--- config.mk ---
export PLATFORM = sky130hd
export DESIGN_NAME = edge_interrupt_controller
export DESIGN_NICKNAME = d
export VERILOG_FILES = /design/src/hdl/eic_pkg.sv /design/src/hdl/edge_flag.sv /design/src/hdl/edge_interrupt_controller.sv
export SDC_FILE = /design/constraint.sdc
export NUM_CORES = 1
export LEC_CHECK = 0
export ABC_AREA = 1
export BUFFER_PORTS_ARGS = -buffer_cell sky130_fd_sc_hd__buf_2
export CORE_MARGIN = 5
export CORE_UTILIZATION = 55
export CTS_CLUSTER_DIAMETER = 40
export DETAILED_ROUTE_END_ITERATION = 12
export GPL_ROUTABILITY_DRIVEN = 0
export PLACE_DENSITY = 0.84
export RECOVER_POWER = 25
export SYNTH_ARGS = -nofsm -noshare
export SYNTH_HDL_FRONTEND = slang
export SYNTH_SLANG_ARGS = --single-unit
export TNS_END_PERCENT = 20
--- constraint.sdc ---
create_clock -name pclk -period 2.4 [get_ports pclk]
set_input_delay 0.48 -clock pclk [delete_from_list [all_inputs] [get_ports pclk]]
set_output_delay 0.48 -clock pclk [all_outputs]
set_load 0.05 [all_outputs]
--- src/hdl/eic_pkg.sv ---
package eic_pkg;
	localparam int ADDR_W = 8;
	localparam int INT_N = 21;
	localparam int INT_VEC_SPAN = 15;

	localparam logic [7:0] OFF_REQ1 = 8'h00;
	localparam logic [7:0] OFF_REQ2 = 8'h04;
	localparam logic [7:0] OFF_PIN_FLAGS = 8'h08;
	localparam logic [7:0] OFF_EN1 = 8'h0C;
	localparam logic [7:0] OFF_EN2 = 8'h10;
	localparam logic [7:0] OFF_PIN_EN = 8'h14;
	localparam logic [7:0] OFF_IRQ_EDGE = 8'h18;
	localparam logic [7:0] OFF_PIN_EDGE = 8'h1C;
	localparam logic [7:0] OFF_PORT_MODE = 8'h20;
	localparam logic [7:0] OFF_CCR = 8'h24;
	localparam logic [7:0] OFF_REQ_OTHER = 8'h28;
	localparam logic [7:0] OFF_EN_OTHER = 8'h2C;
	localparam logic [7:0] OFF_STATUS = 8'h30;

	localparam logic [7:0] REQ1_FIXED = 8'h10;
	localparam logic [7:0] PIN_FLAGS_RESET = 8'h00;
	localparam logic CCR_I_RESET = 1'b1;
	localparam int BIT_TB1 = 7;
	localparam int BIT_TA = 6;
	localparam int BIT_DT = 7;
	localparam int BIT_AD = 6;
	localparam int BIT_S1 = 4;
	localparam int BIT_CCR_I = 7;
	localparam int BIT_BUSY = 8;

	localparam int INT_TA = 0;
	localparam int INT_TB1 = 1;
	localparam int INT_S1 = 2;
	localparam int INT_AD = 3;
	localparam int INT_DT = 4;
	localparam int INT_OTHER = 5;

	localparam logic [4:0] VEC_IRQ0 = 5'h04;
	localparam logic [4:0] VEC_PIN = 5'h08;
	localparam logic [4:0] VEC_INT0 = 5'h09;
	localparam logic [4:0] VEC_INT_LAST = 5'h17;

	localparam logic [2:0] STACK_STATES = 3'h4;
	localparam logic [2:0] VFETCH_STATES = 3'h2;
	localparam logic [2:0] IFETCH_STATES = 3'h4;
	localparam logic [2:0] INTERN_STATES = 3'h4;

	typedef enum logic [4:0] {
		S_IDLE = 5'h01,
		S_STACK = 5'h02,
		S_VFETCH = 5'h04,
		S_IFETCH = 5'h08,
		S_INTERN = 5'h10
	} exc_state_t;

	typedef struct packed {
		logic stack_pc;
		logic stack_ccr;
		logic vec_fetch;
		logic insn_fetch;
		logic handler_go;
		logic [4:0] vector_no;
		logic [15:0] vector_addr;
	} exc_bus_t;
endpackage

--- src/hdl/edge_flag.sv ---
`timescale 1ns/100ps
module edge_flag (
	input wire logic pclk,
	input wire logic presetn,
	input wire logic pin,
	input wire logic rise_sel,
	input wire logic arm,
	input wire logic clr,
	output logic flag
);
	typedef struct packed {
		logic s1;
		logic s2;
		logic prev;
		logic flag;
	} cell_t;
	cell_t st_reg, st_next;
	logic edge_seen;
	logic set;

	always_comb begin
		st_next = st_reg;
		st_next.s1 = pin;
		st_next.s2 = st_reg.s1;
		st_next.prev = st_reg.s2;
		edge_seen = rise_sel ? (st_reg.s2 & ~st_reg.prev) : (~st_reg.s2 & st_reg.prev);
		set = arm & edge_seen;
		// set beats a same-cycle clear so no edge is lost
		st_next.flag = set | (st_reg.flag & ~clr);
	end

	always_ff @(posedge pclk or negedge presetn) begin
		if (!presetn) begin
			st_reg <= '0;
		end else begin
			st_reg <= st_next;
		end
	end

	assign flag = st_reg.flag;
endmodule

--- src/hdl/edge_interrupt_controller.sv ---
// Design decisions made here: register access over APB and the placing of the registers.
`timescale 1ns/100ps
module edge_interrupt_controller
	import eic_pkg::*;
(
	input wire logic pclk,
	input wire logic presetn,
	input wire logic psel,
	input wire logic penable,
	input wire logic pwrite,
	input wire logic [eic_pkg::ADDR_W-1:0] paddr,
	input wire logic [31:0] pwdata,
	output logic [31:0] prdata,
	output logic pready,
	output logic pslverr,
	input wire logic [3:0] irq_pin,
	input wire logic [7:0] pin_event_pin,
	input wire logic [eic_pkg::INT_N-1:0] periph_req,
	input wire logic insn_done,
	output logic exc_req,
	output eic_pkg::exc_bus_t exc
);
	typedef struct packed {
		exc_state_t fsm;
		logic [2:0] cnt;
		logic [4:0] vec;
		logic mask_i;
		logic [3:0] ien_irq;
		logic [3:0] edge_irq;
		logic [3:0] pmr_irq;
		logic [7:0] ien_pin;
		logic [7:0] edge_pin;
		logic [INT_N-1:0] int_flag;
		logic [INT_N-1:0] ien_int;
		logic [31:0] prdata;
		logic pslverr;
	} ctl_t;

	localparam ctl_t CTL_RESET = '{fsm: S_IDLE, mask_i: CCR_I_RESET, default: '0};

	ctl_t st_reg, st_next;
	logic [3:0] irq_flag;
	logic [7:0] pin_flag;
	logic [3:0] irq_clr;
	logic [7:0] pin_clr;
	logic [INT_N-1:0] int_clr;
	logic [3:0] elig_irq;
	logic pin_any;
	logic [INT_N-1:0] elig_int;
	logic pend_take;
	logic take;
	logic wr;
	logic hit;
	logic [31:0] rd;

	function automatic logic [4:0] pick(input logic [3:0] ei, input logic pa,
		input logic [INT_N-1:0] en);
		logic [4:0] v;
		v = VEC_INT_LAST;
		// scan low priority first so the highest one is written last
		for (int k = INT_N - 1; k >= 0; k--) begin
			if (en[k]) begin
				v = (k < INT_VEC_SPAN) ? VEC_INT0 + 5'(k) : VEC_INT_LAST;
			end
		end
		if (pa) begin
			v = VEC_PIN;
		end
		for (int k = 3; k >= 0; k--) begin
			if (ei[k]) begin
				v = VEC_IRQ0 + 5'(k);
			end
		end
		return v;
	endfunction

	genvar g;
	generate
		for (g = 0; g < 4; g++) begin : irq_cells
			edge_flag u_irq (
				.pclk(pclk),
				.presetn(presetn),
				.pin(irq_pin[g]),
				.rise_sel(st_reg.edge_irq[g]),
				.arm(st_reg.pmr_irq[g]),
				.clr(irq_clr[g]),
				.flag(irq_flag[g])
			);
		end
		for (g = 0; g < 8; g++) begin : pin_cells
			edge_flag u_pin (
				.pclk(pclk),
				.presetn(presetn),
				.pin(pin_event_pin[g]),
				.rise_sel(st_reg.edge_pin[g]),
				// pad level is watched, so a driven port edge counts too
				.arm(1'b1),
				.clr(pin_clr[g]),
				.flag(pin_flag[g])
			);
		end
	endgenerate

	assign elig_irq = irq_flag & st_reg.ien_irq;
	assign pin_any = |(pin_flag & st_reg.ien_pin);
	assign elig_int = st_reg.int_flag & st_reg.ien_int;
	assign pend_take = ((|elig_irq) | pin_any | (|elig_int)) & ~st_reg.mask_i;
	// a bus access counts as the instruction in flight, so a clear finishes first
	assign take = (st_reg.fsm == S_IDLE) & pend_take & insn_done & ~psel;
	assign wr = psel & penable & pwrite;

	always_comb begin
		st_next = st_reg;
		irq_clr = '0;
		pin_clr = '0;
		int_clr = '0;
		rd = '0;
		hit = 1'b1;
		case (paddr)
			OFF_REQ1: begin
				rd[7:0] = REQ1_FIXED | {st_reg.int_flag[INT_TB1], st_reg.int_flag[INT_TA],
					2'b00, irq_flag};
			end
			OFF_REQ2: begin
				rd[7:0] = {st_reg.int_flag[INT_DT], st_reg.int_flag[INT_AD], 1'b0,
					st_reg.int_flag[INT_S1], 4'h0};
			end
			OFF_PIN_FLAGS: begin
				rd[7:0] = pin_flag;
			end
			OFF_EN1: begin
				rd[7:0] = {st_reg.ien_int[INT_TB1], st_reg.ien_int[INT_TA], 2'b00,
					st_reg.ien_irq};
			end
			OFF_EN2: begin
				rd[7:0] = {st_reg.ien_int[INT_DT], st_reg.ien_int[INT_AD], 1'b0,
					st_reg.ien_int[INT_S1], 4'h0};
			end
			OFF_PIN_EN: begin
				rd[7:0] = st_reg.ien_pin;
			end
			OFF_IRQ_EDGE: begin
				rd[3:0] = st_reg.edge_irq;
			end
			OFF_PIN_EDGE: begin
				rd[7:0] = st_reg.edge_pin;
			end
			OFF_PORT_MODE: begin
				rd[3:0] = st_reg.pmr_irq;
			end
			OFF_CCR: begin
				rd[BIT_CCR_I] = st_reg.mask_i;
			end
			OFF_REQ_OTHER: begin
				rd[INT_N-INT_OTHER-1:0] = st_reg.int_flag[INT_N-1:INT_OTHER];
			end
			OFF_EN_OTHER: begin
				rd[INT_N-INT_OTHER-1:0] = st_reg.ien_int[INT_N-1:INT_OTHER];
			end
			OFF_STATUS: begin
				rd[BIT_BUSY] = (st_reg.fsm != S_IDLE);
				rd[4:0] = st_reg.vec;
			end
			default: begin
				hit = 1'b0;
			end
		endcase

		// read data and error are settled in the setup cycle
		if (psel && !penable) begin
			st_next.prdata = rd;
			st_next.pslverr = ~hit;
		end

		if (wr) begin
			case (paddr)
				OFF_REQ1: begin
					irq_clr = ~pwdata[3:0];
					int_clr[INT_TB1] = ~pwdata[BIT_TB1];
					int_clr[INT_TA] = ~pwdata[BIT_TA];
				end
				OFF_REQ2: begin
					int_clr[INT_DT] = ~pwdata[BIT_DT];
					int_clr[INT_AD] = ~pwdata[BIT_AD];
					int_clr[INT_S1] = ~pwdata[BIT_S1];
				end
				OFF_PIN_FLAGS: begin
					pin_clr = ~pwdata[7:0];
				end
				OFF_EN1: begin
					st_next.ien_int[INT_TB1] = pwdata[BIT_TB1];
					st_next.ien_int[INT_TA] = pwdata[BIT_TA];
					st_next.ien_irq = pwdata[3:0];
				end
				OFF_EN2: begin
					st_next.ien_int[INT_DT] = pwdata[BIT_DT];
					st_next.ien_int[INT_AD] = pwdata[BIT_AD];
					st_next.ien_int[INT_S1] = pwdata[BIT_S1];
				end
				OFF_PIN_EN: begin
					st_next.ien_pin = pwdata[7:0];
				end
				OFF_IRQ_EDGE: begin
					st_next.edge_irq = pwdata[3:0];
				end
				OFF_PIN_EDGE: begin
					st_next.edge_pin = pwdata[7:0];
				end
				OFF_PORT_MODE: begin
					st_next.pmr_irq = pwdata[3:0];
				end
				OFF_CCR: begin
					st_next.mask_i = pwdata[BIT_CCR_I];
				end
				OFF_REQ_OTHER: begin
					int_clr[INT_N-1:INT_OTHER] = ~pwdata[INT_N-INT_OTHER-1:0];
				end
				OFF_EN_OTHER: begin
					st_next.ien_int[INT_N-1:INT_OTHER] = pwdata[INT_N-INT_OTHER-1:0];
				end
				default: begin
				end
			endcase
		end

		// a request in the clearing cycle still lands
		st_next.int_flag = (st_reg.int_flag & ~int_clr) | periph_req;

		case (st_reg.fsm)
			S_IDLE: begin
				if (take) begin
					st_next.fsm = S_STACK;
					st_next.vec = pick(elig_irq, pin_any, elig_int);
					st_next.cnt = STACK_STATES - 3'h1;
				end
			end
			S_STACK: begin
				if (st_reg.cnt == 3'h0) begin
					// hardware mask set overrides a software write in the same cycle
					st_next.mask_i = 1'b1;
					st_next.fsm = S_VFETCH;
					st_next.cnt = VFETCH_STATES - 3'h1;
				end else begin
					st_next.cnt = st_reg.cnt - 3'h1;
				end
			end
			S_VFETCH: begin
				if (st_reg.cnt == 3'h0) begin
					st_next.fsm = S_IFETCH;
					st_next.cnt = IFETCH_STATES - 3'h1;
				end else begin
					st_next.cnt = st_reg.cnt - 3'h1;
				end
			end
			S_IFETCH: begin
				if (st_reg.cnt == 3'h0) begin
					st_next.fsm = S_INTERN;
					st_next.cnt = INTERN_STATES - 3'h1;
				end else begin
					st_next.cnt = st_reg.cnt - 3'h1;
				end
			end
			S_INTERN: begin
				if (st_reg.cnt == 3'h0) begin
					st_next.fsm = S_IDLE;
				end else begin
					st_next.cnt = st_reg.cnt - 3'h1;
				end
			end
			default: begin
				st_next.fsm = S_IDLE;
			end
		endcase
	end

	always_ff @(posedge pclk or negedge presetn) begin
		if (!presetn) begin
			st_reg <= CTL_RESET;
		end else begin
			st_reg <= st_next;
		end
	end

	assign prdata = st_reg.prdata;
	assign pready = 1'b1;
	assign pslverr = st_reg.pslverr;
	assign exc_req = pend_take;
	assign exc.stack_pc = (st_reg.fsm == S_STACK) & (st_reg.cnt >= 3'h2);
	assign exc.stack_ccr = (st_reg.fsm == S_STACK) & (st_reg.cnt < 3'h2);
	assign exc.vec_fetch = (st_reg.fsm == S_VFETCH);
	assign exc.insn_fetch = (st_reg.fsm == S_IFETCH);
	assign exc.handler_go = (st_reg.fsm == S_INTERN) & (st_reg.cnt == 3'h0);
	assign exc.vector_no = st_reg.vec;
	// vectors are word sized, two bytes apart
	assign exc.vector_addr = {10'h000, st_reg.vec, 1'b0};
endmodule

======== After elaboration in Yosys (flattened, before gate mapping) ========
Index checks and enable logic that the tools add are counted.
operators by class
  add/subtract/negate cells ............... 1
  magnitude comparators ................... 2
  equal/unequal tests ..................... 24
  muxes and demuxes ....................... 65
  bitwise gates (word level) .............. 114
  reductions and logical operators ........ 20
operators with widths
  cell                                                 number
  2-to-1 mux 5 bit                                     22
  bitwise AND 1 bit                                    49
  bitwise AND 21 bit                                   2
  NOT 1 bit                                            42
  equality test 8 x 6 -> 1 bit, second input constant  5
  one-hot mux 4 bit (10 select lines)                  1
  equality test 8 x 5 -> 1 bit, second input constant  4
  2-to-1 mux 8 bit                                     4
  2-to-1 mux 29 bit                                    1
  one-hot mux 5 bit (5 select lines)                   1
  2-to-1 mux 21 bit                                    1
  NOT 21 bit                                           1
  OR 21 bit                                            1
  OR reduction 21 bit                                  1
  2-to-1 mux 4 bit                                     5
  one-hot mux 2 bit (9 select lines)                   1
  2-to-1 mux 1 bit                                     17
  equality test 8 x 4 -> 1 bit, second input constant  2
  2-to-1 mux 16 bit                                    1
  NOT 16 bit                                           1
  AND reduction 2 bit                                  8
  OR 1 bit                                             14
  one-hot mux 7 bit (2 select lines)                   1
  2-to-1 mux 13 bit                                    1
  other kinds (33)                                     40
storage, ports and cells
  bits in registers ....................... 149
  word-level logic and storage cells ...... 289

======== Longest topological paths before layout ========
  depth in word-level cells ............... 22
  depth in mapped cells ................... 21
  mapped depth without buffers ............ 21

======== Modules after synthesis ========
Synthesis repeated with hierarchy kept, for this count alone.
unflattened totals
  cells, all modules ...................... 857
  area total of the unflattened synthesis .. 7,312.0 µm²
modules (own cells, without submodules)
  module                     instances  cells each  area each (µm²)
  edge_interrupt_controller  1          701         5,690.5
  edge_flag                  12         13          135.1

======== Worst setup path before layout ========
Ideal clock, no wire load.
  path type ............................... reg2reg
  from .................................... register st_reg[113] (netlist name)
  to ...................................... register st_reg[111] (netlist name)
  library setup time ...................... 0.121 ns
  arrival time ............................ 2.899 ns
  required time ........................... 2.279 ns
  path slack .............................. -0.620 ns
  stages on the path, launching flop included .. 13
  period minus slack after synthesis ...... 3.020 ns
  cells stage by stage .................... dfrtp_1 nor2_2 inv_2 nor4_1 inv_2 nand2_4 nor2_4 nand2_4 nand2_4 nand3_4 nand2_4 nand2_2 o21ai_2
RTL lines
  element                   RTL line                          source
  start: declaration        edge_interrupt_controller.sv:41   ctl_t st_reg, st_next;
  start signal: assignment  edge_interrupt_controller.sv:280  st_reg <= st_next;

======== Final worst setup path ========
  from .................................... register st_reg[89] (netlist name)
  to ...................................... register st_reg (netlist bit exc[5])
between the ends
  word-level cells in the longest chain between the ends .. 9
RTL lines
  element                               RTL line                          source
  bitwise AND 8 bit *                   edge_interrupt_controller.sv:105  assign pin_any = |(pin_flag & st_reg.ien_pin);
  OR reduction 8 bit *                  edge_interrupt_controller.sv:105
  OR 1 bit (2 in series)                edge_interrupt_controller.sv:107  assign pend_take = ((|elig_irq) | pin_any | (|elig_int)) & ~st_reg.mask_i;
  bitwise AND 1 bit                     edge_interrupt_controller.sv:107
  bitwise AND 1 bit (3 in series)       edge_interrupt_controller.sv:109  assign take = (st_reg.fsm == S_IDLE) & pend_take & insn_done & ~psel;
  AND reduction 2 bit (no source line)  --
Every way passes the cells marked *; elsewhere a longest branch is shown, timed or not.
A chain may end at the register's enable or synchronous reset.

==> flow_metrics.py <==
metrics = {
    "route": {
        "remaining_drc_errors": 0,
        "vias_per_cell": 5.455,
        "drt_wl_total_um": 18730,
        "drtAntennaViolNets": 0,
        "firstDrtPassIters": 5,
        "vias": 6159,
        "routedWlPerCell_um": 16.59,
        "drtIter0Drc": 770,
    },
    "placed_design": {
        "place_ws_ns": 0.2185,
        "io_buffers": 95,
        "place_area_um2": 7705,
        "dpl.cell_count": 1071,
        "dpl.hpwl_um": 12640,
    },
    "clock_tree": {
        "htreeDepth": 4,
        "cts_root_buf": "clkbuf_16",
        "clk_path_buf_depth": 2,
        "clk_latency_ns": 0.42,
        "tritoncts": "built",
        "clk_pin_slew_worst_paths_ns": 0.06,
        "cts_buffers": 17,
        "cts.sink_count": 149,
    },
    "logic_synthesis": {
        "synth_top_area_cell": "dfrtp_1",
        "ys_async_sr_fraction_pct": 100.0,
        "ys_types": 49,
        "syn_area_per_cell_um2": 8.693,
        "synth_warnings": 0,
        "synthCells": 822,
        "synth_top_area_share_pct": 51.48,
        "yosysSeqAreaShare_pct": 52.22,
        "synth-edff-count": 0,
        "yosys_most_used_dff": "dfrtp_1",
        "syn_area_um2": 7146,
        "ys_seq_elements": 149,
        "synth_area_leaders": "dfrtp_1, nand2_1, buf_4",
    },
    "cells_and_area": {
        "largest_reg_flops": 79,
        "layout.nets": 1027,
        "area_growth_pct": 20.71,
        "drive_gt1_share_pct": 25.71,
        "final_area_um2": 8626,
        "mostFrequentLayoutCell": "nand2_1",
        "postLayoutCoreUtil_pct": 68.08,
        "n_antenna_cell": 0,
        "layout_common_cells": "nand2_1, dfrtp_1, buf_2",
        "fillers": 965,
        "fin_cells": 1129,
    },
    "timing": {
        "setup_ws_ns": -0.1029,
        "fin_crit_sh_pct": 104.3,
        "finalClockSkew_ns": 0.005798,
        "slew_violations": 0,
        "worst_slew_pin_slew_ns": 1.347,
        "slew_headroom_pct": 10.19,
        "fmax_ghz": 0.3995,
        "period_needed_ns": 2.503,
        "rsz0062_at_grt": "true",
        "setup_viol": 3,
        "hold_viol": 0,
    },
    "floorplanning": {
        "rows": 41,
        "coreArea_um2": 12670,
        "io_pins": 140,
        "dieArea_um2": 15370,
        "initial_utilization_pct": 56.39,
        "die_y_um": 124.0,
        "die_x_um": 124.0,
    },
    "critical_path": {
        "start_kind": "register",
        "critPathMaxStageDelay_ns": 0.40,
        "timing.critical_path.mode_cell": "buf_4",
        "crit_path_cell_trace": "inv_2, o22ai_2, nor2_2, nand2_2, a21oi_4, nand3_2, buf_4, buf_4, buf_4, buf_4, buf_4, buf_4, buf_4, buf_4, buf_4, o31ai_4",
        "critPathBufInv": 10,
        "worst_ep_required_time_ns": 2.74,
        "cpLargestDelayFamily": "buffers and inverters",
        "cp_slowest_cell": "dfrtp_1",
        "worst_ep_arrival_time_ns": 2.84,
        "criticalPathCategory": "reg2reg",
        "critPathMaxFanout": 2,
        "critPathCaptureType": "register",
    },
    "global_route": {
        "grt_overflow_total": 0,
        "track_usage_pct": 24.77,
        "antenna_found_initial": 0,
        "grt_pass1_vias": 5973,
        "grt_max_degree": 51,
        "grt_pass1_wl_um": 28950,
    },
    "job": {
        "cap_viol_max_count": 0,
    },
    "outcome": {
        "outcome": "finished, violations left",
        "violations": "negative setup slack",
    },
    "min_path": {
        "hold_path_class": "in2reg",
    },
    "pwr": {
        "p_leak_nw": 4.439,
        "ir_worst_vdd_uv": 459.7,
        "p_per_area_nw_per_um2": 722.5,
    },
}
==> cells in the mapped netlist (11+ instances only) <==
cell type and n:
a221oi_1 11, o21ai_1 22, nand2_1 213, buf_4 55, o21bai_1 16, a21oi_1 13, nand3_1 15, o22ai_1 20
dfrtp_1 147, nor2_1 64, inv_2 13, o21ai_0 59, inv_1 89
==> final timing paths <==
kind	start	endpoint	slack (ns)	depth (start not counted)
worst max-delay path	st_reg[89]	exc[5]	-0.10	16
worst min-delay path	pin_event_pin[4]	pin_cells[4].u_pin.st_next[2]	0.16	1
worst max register to register	st_reg[89]	exc[5]	-0.10	16
worst min register to register	pin_cells[5].u_pin.st_next[2]	pin_cells[5].u_pin.st_next[1]	0.35	0
max in group asynchronous	presetn	irq_cells[0].u_irq.st_next[2]	1.05	2
min in group asynchronous	presetn	pin_cells[4].u_pin.st_next[2]	0.36	1
==> repair_timing <==
action,CTS,global route
buffers inserted,27,1
gates resized for setup,19,20
endpoints found under the setup margin,1,4
cloned,0,0
pin swaps,8,12
hold buffers,0,0
==> cell type report <==
class	count	area, µm²	share of cell area, %
clock buffer	23	478.0	5.541
clock inverter	8	147.6	1.712
inverter	102	382.9	4.439
multi-input combinational	528	2723	31.56
sequential	149	3731	43.26
tap	172	215.2	2.495
timing repair buffer	147	948.4	11.00
==> per-stage QoR <==
| stage | TNS [ns] | power (mW) | hold WS, ns |
|---|---|---|---|
| after floorplan | 0 | 3.190 | 0.1844 |
| after global placement | 0 | 3.319 | 0.3316 |
| after detailed placement | 0 | 3.331 | 0.3347 |
| after CTS | -0.05740 | 6.219 | 0.01662 |
| after global routing | -0.4870 | 6.450 | 0.1372 |
| final | -0.2149 | 6.232 | 0.1612 |
==> worst reg2reg max path: cells and delay by family (launching register included) <==
kind	cells	cell delay, ns
buffers and inverters	10	1.21
AOI/OAI and AO/OA	3	0.44
DFF	1	0.40
and+or+nand+nor	3	0.35
==> power breakdown <==
| group | internal (mW) | leakage (nW) | switching [mW] | total (mW) |
|---|---|---|---|---|
| logic | 0.238 | 2.35 | 0.522 | 0.760 |
| registers | 2.59 | 1.78 | 0.0607 | 2.65 |
| clock network | 1.82 | 0.307 | 1.00 | 2.82 |
==> logic make-up after synthesis <==
kind of cell	Yosys count	synth area share (%)
other	2	0.1051
AO/OA/AOI/OAI	172	14.85
buffers and inverters	171	12.06
flip-flops	149	52.22
adder cells (fa/ha/maj)	3	0.5254
multiplexers	3	0.4727
AND/OR/NAND/NOR	321	19.65
XOR/XNOR	1	0.1226
==> per-layer routing <==
| metal | vias up | share of wire (%) | global-route usage, % |
|---|---|---|---|
| met5 | - | 0 | 0 |
| met1 | 2863 | 40 | 32.01 |
| li1 | 2846 | - | - |
| met3 | 64 | 9.7 | 6.903 |
| met4 | 0 | 3.3 | 11.36 |
| met2 | 386 | 47 | 38.93 |
(Power assumes the default switching activity.)
